===== config.mk =====
export PLATFORM = sky130hd
export DESIGN_NAME = bcl_boot_config_latches
export DESIGN_NICKNAME = d
export VERILOG_FILES = /design/src/bcl_pkg.sv /design/src/bcl_latch_mem.sv /design/src/bcl_wear_cnt.sv /design/src/bcl_boot_config_latches.sv
export VERILOG_INCLUDE_DIRS = /design/src
export SDC_FILE = /design/constraint.sdc
export NUM_CORES = 1
export LEC_CHECK = 0
export BUFFER_PORTS_ARGS = -buffer_cell sky130_fd_sc_hd__buf_2
export CAP_MARGIN = 10
export CORE_MARGIN = 4
export CORE_UTILIZATION = 31
export DETAILED_ROUTE_END_ITERATION = 10
export MAX_ROUTING_LAYER = met4
export PLACE_DENSITY = 0.53
export SYNTH_ARGS = -nofsm -noshare
export SYNTH_HDL_FRONTEND = slang
export SYNTH_SLANG_ARGS = --single-unit

===== constraint.sdc =====
create_clock -name mclk -period 6.4 [get_ports mclk]
set_input_delay 0.64 -clock mclk [delete_from_list [all_inputs] [get_ports mclk]]
set_output_delay 0.64 -clock mclk [all_outputs]
set_load 0.02 [all_outputs]

===== src/bcl_map.svh =====
// Purpose: Offsets, field positions and reset values of the boot latches
// Assumes: Included by bare name from each design file
// Notes: Latch bytes sit at word index 0..3, byte address is four times the index
`ifndef BCL_MAP_SVH
`define BCL_MAP_SVH

`define BCL_IDX_PORT_DRIVE_LOW 3'h0
`define BCL_IDX_PORT_DRIVE_HIGH 3'h1
`define BCL_IDX_RESET_DEBUG_CTRL 3'h2
`define BCL_IDX_BOOT_CLOCK_ECC 3'h3
`define BCL_IDX_STATUS 3'h4
`define BCL_IDX_APPLIED 3'h5
`define BCL_LATCH_BYTES 4

`define BCL_POS_EXT_RESET 7
`define BCL_POS_DEBUG_ACCESS 6
`define BCL_POS_PRT15_MODE 0
`define BCL_POS_PHASE_DELAY 4
`define BCL_POS_ECC_REGION 3
`define BCL_POS_DEBUG_PORT 1
`define BCL_POS_BOOT_CLOCK 0
`define BCL_POS_STS_VALID 0
`define BCL_POS_STS_WCOUNT 16

`define BCL_RST_PORT_DRIVE_LOW 8'h00
`define BCL_RST_PORT_DRIVE_HIGH 8'h00
`define BCL_RST_RESET_DEBUG_CTRL 8'h40
`define BCL_RST_BOOT_CLOCK_ECC 8'h0A

`define BCL_WCOUNT_MAX 16'hFFFF

`endif


===== src/bcl_pkg.sv =====
// Purpose: Types shared by the boot latch design files
// Assumes: Enum order matches the latch field encodings
// Notes: Drive and debug port enums are decoded straight from latch bits
package bcl_pkg;

    typedef enum logic [1:0] {
        BCL_DRV_HIZ_ANALOG,
        BCL_DRV_HIZ_DIGITAL,
        BCL_DRV_PULL_UP,
        BCL_DRV_PULL_DOWN
    } bcl_drive_e;

    typedef enum logic [1:0] {
        BCL_DBG_JTAG5,
        BCL_DBG_JTAG4,
        BCL_DBG_SWD,
        BCL_DBG_OFF
    } bcl_dbgport_e;

    typedef enum logic [1:0] {
        BCL_LD_FETCH,
        BCL_LD_DONE
    } bcl_load_e;

    typedef enum logic [1:0] {
        BCL_BUS_IDLE,
        BCL_BUS_RESP,
        BCL_BUS_DONE
    } bcl_bus_e;

endpackage : bcl_pkg


===== src/bcl_latch_mem.sv =====
// Purpose: Four byte configuration latch array with registered read
// Assumes: por_rst only at power-up, sys_rst does not reach this array
// Notes: Contents survive system reset, as nonvolatile latches must
`timescale 1ns/1ps
`include "bcl_map.svh"

module bcl_latch_mem (
    input wire logic mclk,
    input wire logic por_rst,
    input wire logic wr_en,
    input wire logic [1:0] wr_addr,
    input wire logic [7:0] wr_data,
    input wire logic [1:0] rd_addr,
    output logic [7:0] rd_data
);
    logic [7:0] cell_reg [`BCL_LATCH_BYTES];

    // Factory image loaded only at power-up
    always_ff @(posedge mclk or posedge por_rst) begin
        if (por_rst) begin
            cell_reg[0] <= `BCL_RST_PORT_DRIVE_LOW;
            cell_reg[1] <= `BCL_RST_PORT_DRIVE_HIGH;
            cell_reg[2] <= `BCL_RST_RESET_DEBUG_CTRL;
            cell_reg[3] <= `BCL_RST_BOOT_CLOCK_ECC;
        end else if (wr_en) begin
            cell_reg[wr_addr] <= wr_data;
        end
    end

    always_ff @(posedge mclk or posedge por_rst) begin
        if (por_rst) begin
            rd_data <= 8'h00;
        end else begin
            rd_data <= cell_reg[rd_addr];
        end
    end
endmodule : bcl_latch_mem


===== src/bcl_wear_cnt.sv =====
// Purpose: Saturating count of latch write cycles
// Assumes: bump is a one-cycle pulse per accepted latch write
// Notes: Lets software see how much of the limited endurance it has used
`timescale 1ns/1ps
`include "bcl_map.svh"

module bcl_wear_cnt (
    input wire logic mclk,
    input wire logic por_rst,
    input wire logic bump,
    output logic [15:0] count
);
    // Saturates rather than wraps so a worn array never looks fresh
    always_ff @(posedge mclk or posedge por_rst) begin
        if (por_rst) begin
            count <= 16'h0000;
        end else if (bump && count != `BCL_WCOUNT_MAX) begin
            count <= count + 16'h0001;
        end
    end
endmodule : bcl_wear_cnt


===== src/bcl_boot_config_latches.sv =====
// Purpose: Boot configuration latches, loaded into applied settings at reset
// Assumes: Avalon-MM slave with waitrequest, byte address, 32-bit data
// Notes: Latch writes change the array only; settings follow at next reset
//
// Notes on behaviour
// RULE1: Four latch bytes are read and applied after every reset release.
// RULE2: Each I/O port has a two-bit reset drive mode for all pins.
// RULE3: Drive mode codes: analog hi-Z, digital hi-Z, pull-up, pull-down.
// RULE4: External reset select: 0 keeps GPIO, 1 makes an external reset.
// RULE5: Debug access enable: 0 blocks debug, 1 allows it, default 1.
// RULE6: Boot clock speed: 0 gives 12 MHz, 1 gives 48 MHz, default 0.
// RULE7: Debug port select: 5-wire JTAG, 4-wire JTAG default, SWD, off.
// RULE8: ECC region enable: 1 keeps ECC use, 0 frees it, default 1.
// RULE9: Four-bit digital clock phase delay field taken from the array.
// RULE10: Software keeps latch rewrites few, endurance is limited.
// RULE11: Applied settings stay fixed until the next reset.
`timescale 1ns/1ps
`include "bcl_map.svh"

module bcl_boot_config_latches import bcl_pkg::*; (
    input wire logic mclk,
    input wire logic sys_rst,
    input wire logic por_rst,
    input wire logic [4:0] avs_address,
    input wire logic avs_read,
    input wire logic avs_write,
    input wire logic [31:0] avs_writedata,
    input wire logic [3:0] avs_byteenable,
    output logic [31:0] avs_readdata,
    output logic avs_waitrequest,
    output logic config_valid,
    output bcl_drive_e prt0_reset_drive_mode,
    output bcl_drive_e prt1_reset_drive_mode,
    output bcl_drive_e prt2_reset_drive_mode,
    output bcl_drive_e prt3_reset_drive_mode,
    output bcl_drive_e prt4_reset_drive_mode,
    output bcl_drive_e prt5_reset_drive_mode,
    output bcl_drive_e prt6_reset_drive_mode,
    output bcl_drive_e prt12_reset_drive_mode,
    output bcl_drive_e prt15_reset_drive_mode,
    output logic ext_reset_pin_select,
    output logic debug_access_enable,
    output logic boot_clock_speed,
    output bcl_dbgport_e debug_port_select,
    output logic ecc_region_enable,
    output logic [3:0] digital_clock_phase_delay
);

    function automatic bcl_drive_e drive_slot(input logic [7:0] b, input logic [1:0] slot);
        logic [7:0] s;
        s = b >> {slot, 1'b0};
        return bcl_drive_e'(s[1:0]);
    endfunction : drive_slot

    function automatic logic [2:0] word_index(input logic [4:0] addr);
        return addr[4:2];
    endfunction : word_index

    logic [7:0] app_reg [`BCL_LATCH_BYTES];
    bcl_load_e ld_st_reg;
    logic [1:0] ld_idx_reg;
    logic ld_pend_reg;
    logic [1:0] ld_pidx_reg;
    logic config_valid_reg;
    bcl_bus_e bus_st_reg;
    logic [2:0] bus_idx_reg;
    logic [31:0] readdata_reg;
    logic waitrequest_reg;
    logic mem_we;
    logic [1:0] mem_raddr;
    logic [7:0] mem_rdata;
    logic [15:0] wear_count;
    logic bus_take;
    logic [2:0] req_idx;

    assign req_idx = word_index(avs_address);
    // Bus waits until the boot load owns the array no more
    assign bus_take = (bus_st_reg == BCL_BUS_IDLE) && config_valid_reg && (avs_read || avs_write);
    // RULE10: write gating, only byte lane 0 of a latch word reaches the array
    assign mem_we = bus_take && avs_write && (req_idx < 3'(`BCL_LATCH_BYTES))
        && avs_byteenable[0];
    assign mem_raddr = (ld_st_reg == BCL_LD_FETCH) ? ld_idx_reg : req_idx[1:0];

    bcl_latch_mem u_mem (
        .mclk(mclk),
        .por_rst(por_rst),
        .wr_en(mem_we),
        .wr_addr(req_idx[1:0]),
        .wr_data(avs_writedata[7:0]),
        .rd_addr(mem_raddr),
        .rd_data(mem_rdata)
    );

    bcl_wear_cnt u_wear (
        .mclk(mclk),
        .por_rst(por_rst),
        .bump(mem_we),
        .count(wear_count)
    );

    // RULE1: fetch sequence after reset
    always_ff @(posedge mclk or posedge sys_rst) begin
        if (sys_rst) begin
            ld_st_reg <= BCL_LD_FETCH;
            ld_idx_reg <= 2'h0;
            ld_pend_reg <= 1'b0;
            ld_pidx_reg <= 2'h0;
        end else begin
            ld_pidx_reg <= ld_idx_reg;
            case (ld_st_reg)
                BCL_LD_FETCH: begin
                    ld_pend_reg <= 1'b1;
                    ld_idx_reg <= ld_idx_reg + 2'h1;
                    if (ld_idx_reg == 2'h3) begin
                        ld_st_reg <= BCL_LD_DONE;
                    end
                end
                BCL_LD_DONE: begin
                    ld_pend_reg <= 1'b0;
                end
                default: begin
                    ld_st_reg <= BCL_LD_DONE;
                end
            endcase
        end
    end

    // RULE11: applied bytes change only during the boot fetch
    always_ff @(posedge mclk or posedge sys_rst) begin
        if (sys_rst) begin
            app_reg[0] <= `BCL_RST_PORT_DRIVE_LOW;
            app_reg[1] <= `BCL_RST_PORT_DRIVE_HIGH;
            app_reg[2] <= `BCL_RST_RESET_DEBUG_CTRL;
            app_reg[3] <= `BCL_RST_BOOT_CLOCK_ECC;
        end else if (ld_pend_reg && !config_valid_reg) begin
            app_reg[ld_pidx_reg] <= mem_rdata;
        end
    end

    always_ff @(posedge mclk or posedge sys_rst) begin
        if (sys_rst) begin
            config_valid_reg <= 1'b0;
        end else if (ld_st_reg == BCL_LD_DONE && ld_pend_reg) begin
            config_valid_reg <= 1'b1;
        end
    end

    // Fixed two-edge answer keeps the master timing simple to predict
    always_ff @(posedge mclk or posedge sys_rst) begin
        if (sys_rst) begin
            bus_st_reg <= BCL_BUS_IDLE;
            bus_idx_reg <= 3'h0;
            readdata_reg <= 32'h0000_0000;
            waitrequest_reg <= 1'b1;
        end else begin
            case (bus_st_reg)
                BCL_BUS_IDLE: begin
                    waitrequest_reg <= 1'b1;
                    if (bus_take) begin
                        bus_idx_reg <= req_idx;
                        bus_st_reg <= BCL_BUS_RESP;
                    end
                end
                BCL_BUS_RESP: begin
                    waitrequest_reg <= 1'b0;
                    bus_st_reg <= BCL_BUS_DONE;
                    if (avs_read) begin
                        if (bus_idx_reg < 3'(`BCL_LATCH_BYTES)) begin
                            readdata_reg <= {24'h00_0000, mem_rdata};
                        end else if (bus_idx_reg == `BCL_IDX_STATUS) begin
                            readdata_reg <= {wear_count, 15'h0000, config_valid_reg};
                        end else if (bus_idx_reg == `BCL_IDX_APPLIED) begin
                            readdata_reg <= {app_reg[3], app_reg[2], app_reg[1], app_reg[0]};
                        end else begin
                            readdata_reg <= 32'h0000_0000;
                        end
                    end
                end
                BCL_BUS_DONE: begin
                    waitrequest_reg <= 1'b1;
                    bus_st_reg <= BCL_BUS_IDLE;
                end
                default: begin
                    waitrequest_reg <= 1'b1;
                    bus_st_reg <= BCL_BUS_IDLE;
                end
            endcase
        end
    end

    assign avs_readdata = readdata_reg;
    assign avs_waitrequest = waitrequest_reg;
    assign config_valid = config_valid_reg;

    // RULE2: one mode per port from the applied bytes
    // RULE3: codes map directly onto the drive enum
    assign prt0_reset_drive_mode = drive_slot(app_reg[0], 2'h0);
    assign prt1_reset_drive_mode = drive_slot(app_reg[0], 2'h1);
    assign prt2_reset_drive_mode = drive_slot(app_reg[0], 2'h2);
    assign prt3_reset_drive_mode = drive_slot(app_reg[0], 2'h3);
    assign prt4_reset_drive_mode = drive_slot(app_reg[1], 2'h0);
    assign prt5_reset_drive_mode = drive_slot(app_reg[1], 2'h1);
    assign prt6_reset_drive_mode = drive_slot(app_reg[1], 2'h2);
    assign prt12_reset_drive_mode = drive_slot(app_reg[1], 2'h3);
    assign prt15_reset_drive_mode = drive_slot(app_reg[2], 2'(`BCL_POS_PRT15_MODE));
    // RULE4: external reset pin select
    assign ext_reset_pin_select = app_reg[2][`BCL_POS_EXT_RESET];
    // RULE5: debug access gate
    assign debug_access_enable = app_reg[2][`BCL_POS_DEBUG_ACCESS];
    // RULE6: boot oscillator speed, 1 means 48 MHz
    assign boot_clock_speed = app_reg[3][`BCL_POS_BOOT_CLOCK];
    // RULE7: debug port selection
    assign debug_port_select = bcl_dbgport_e'(app_reg[3][`BCL_POS_DEBUG_PORT +: 2]);
    // RULE8: ECC region use
    assign ecc_region_enable = app_reg[3][`BCL_POS_ECC_REGION];
    // RULE9: phase delay field
    assign digital_clock_phase_delay = app_reg[3][`BCL_POS_PHASE_DELAY +: 4];

endmodule : bcl_boot_config_latches


==> metrics.txt <==
TritonCTS clock tree=built; Remaining Overflow, GRT=0; initial drt markers=139; area grow syn2layout=18.11%; Seq/Total Area, Yosys=0.5874; post-synth top area share=0.5551; Crit Path Class=flop to flop; diode count=0; first-pass GRT wire length=20,980 um; CP Data Required Time=6.70 ns; R2R Setup Slk=3.94 ns; routed length on met2=6153 um; FF-to-FF End=u_mem.cell_reg[11]; min-delay worst type=primary input to async pin; R2R depth=4; warnings from Yosys=0; initial core utilization=0.3162; CTS max path bufs=2; most common library cells after synthesis=dfrtp_1 (126), mux2_2 (72), nand2_1 (31), o21ai_0 (25), buf_4 (24); Final #Nets=540; CP Launch Type=flop; CTS sink count=133; Die X-Extent=143.4 um; post-CTS sizing=0; Mean Syn Cell Area=13.09 um2; Clock Skew=0.006687 ns; core box area=17,960 um2; router iterations before antenna repair=4; vias in the first global route=3,601; status=finished, final reports clean; Placed Instances=702; final worst path period need=2.458 ns; postcts setup bufs=0; antenna violations before repair=0; ratio of cells with drive above 1 in the final layout=0.4139; Hold Slack=0.4313 ns; Worst-path clk slew=0.06 ns; Yosys top cell by area=dfrtp_1; worst r2r src=config_valid; top post-synthesis cells by area=dfrtp_1 (56%), mux2_2 (14%), dfstp_2 (3.2%); Die Area=20,550 um2; dominant synthesized flop cell=dfrtp_1; final worst path period share=0.3841; Post-synth EDFFs=0; asr flop ratio synth=1.000; Slowest-stage cell, CP=nor3b_4; Crit. End Element=flop; Max-Cap Viols=0; wire length per cell=18.24 um; most frequent cell after synthesis=dfrtp_1; worst vdd ir=0.2252 mV; clock buffer count from CTS=17; Final setup viols=0; hold buffer count at cts=0; Pwr Density=386.7 nW/um2; DP HPWL=9024 um; standby leakage power=0.003211 uW; clock latency on the worst-skew pair=0.42 ns; GRT Resource Usage Total=0.1399; Row Count=49; Worst Path Arrival=2.76 ns; Buf/Inv on CP=0; setup_tns=0 ns; metal1 wirelength=6250 um; # H-tree levels=4; vias post-DR=3,570; root buffer cell=clkbuf_16; largest net degree at the start of global routing=78; CP cell instances=or3b_1, or2_1, nor3b_4, mux2_2; critical path's largest stage delay=0.57 ns; drt total wl=13,390 um; slew of the pin with the lowest slew margin=1.197 ns; I/O Buffers=78; final hold violations=0; Mapped Cells=434; cell area after synthesis=5680 um2; Seq cells post-synth=133; delay-heaviest family, CP=simple AND/OR/NAND/NOR gates; met3 WL=763 um; Non-Filler Instances=734; I/O pins=108; Peak Freq=0.4068 GHz; Unique masters post-synth=41; routability cong.=0.8443; drc violations=0; Die Y=143.4 um; RSZ-0062 raised after global routing=false; via/cell ratio=4.864; ANT nets after route=0; max layer used=met4; slew margin rel.=0.1985; Final Max Tran Viols=0; syn nets=482; crit path max fanout=9
## placed cells by master, fill, tap and decap left out, types with 3 or more instances in the layout
cell	Yosys	final
dfrtp_1	126	126
buf_2	1	78
mux2_2	72	72
nand2_1	31	30
o21ai_0	25	25
clkbuf_16	0	17
a22oi_1	16	16
nand3_1	12	12
nor2_1	11	11
a21oi_1	9	9
nor2b_1	9	9
a22o_1	8	8
mux4_2	8	8
nor4_1	7	7
dfstp_2	7	7
xor2_1	6	6
nand4_1	4	4
inv_1	6	4
nor3_1	4	4
clkinv_2	0	4
clkinv_4	0	4
xnor2_1	3	3
and3_1	3	3
mux2i_1	3	3
inv_6	0	3
## worst min-delay path, stage by stage
cell and delay (ns):
buf_2 0.10, inv_2 0.03, buf_4 0.57
## cell type report
type | count | area, um2
Clock buffer | 18 | 429.2
Fill cell | 1770 | 11250
Multi-Input combinational cell | 254 | 2076
Tap cell | 229 | 286.5
Sequential cell | 133 | 3337
Inverter | 6 | 23.77
Clock inverter | 14 | 151.4
Timing Repair Buffer | 80 | 405.4
## per-stage QoR
stage | area [um2] | total power (uW) | utilization | setup slack, ns
3_3_place_gp | 6128 | 1642 | 0.3412 | 3.852
6_report | 6709 | 2594 | 0.3735 | 3.942
4_1_cts | 6709 | 2633 | 0.3735 | 3.914
3_5_place_dp | 6128 | 1667 | 0.3412 | 3.838
2_1_floorplan | 5680 | 1473 | - | 3.800
5_1_grt | 6709 | 2733 | 0.3735 | 3.834
## worst max-delay path by stage
stage                               to      startpoint  cells after the start
global placement    u_mem.cell_reg[13]  avs_address[4]                      5
CTS                 u_mem.cell_reg[22]    config_valid                      4
finish              u_mem.cell_reg[11]    config_valid                      4
detailed placement  u_mem.cell_reg[11]  avs_address[4]                      5
floorplan                  app_reg[10]         sys_rst                      1
global route        u_mem.cell_reg[20]    config_valid                      4
## report_power, final
group	leakage, uW	internal [uW]	switching (uW)	total (uW)
clock	0.000281	576	377	954
combinational	0.00117	197	245	442
sequential	0.00176	1020	175	1200
## cell families after synthesis
kind of cell | share of synthesized area
flops | 0.5874
simple gates | 0.09560
mux | 0.1841
compound gates | 0.06608
buf+inv | 0.04846
xor+xnor | 0.01388
fa+ha+maj | 0.004405
## per-layer routing
metal / GRT usage / vias up
li1: - / 1651
met3: 0.03760 / 12
met4: 0.05253 / 0
met5: - / -
met2: 0.2040 / 84
met1: 0.1877 / 1823
Note: power is estimated with default switching activity, not from simulation.
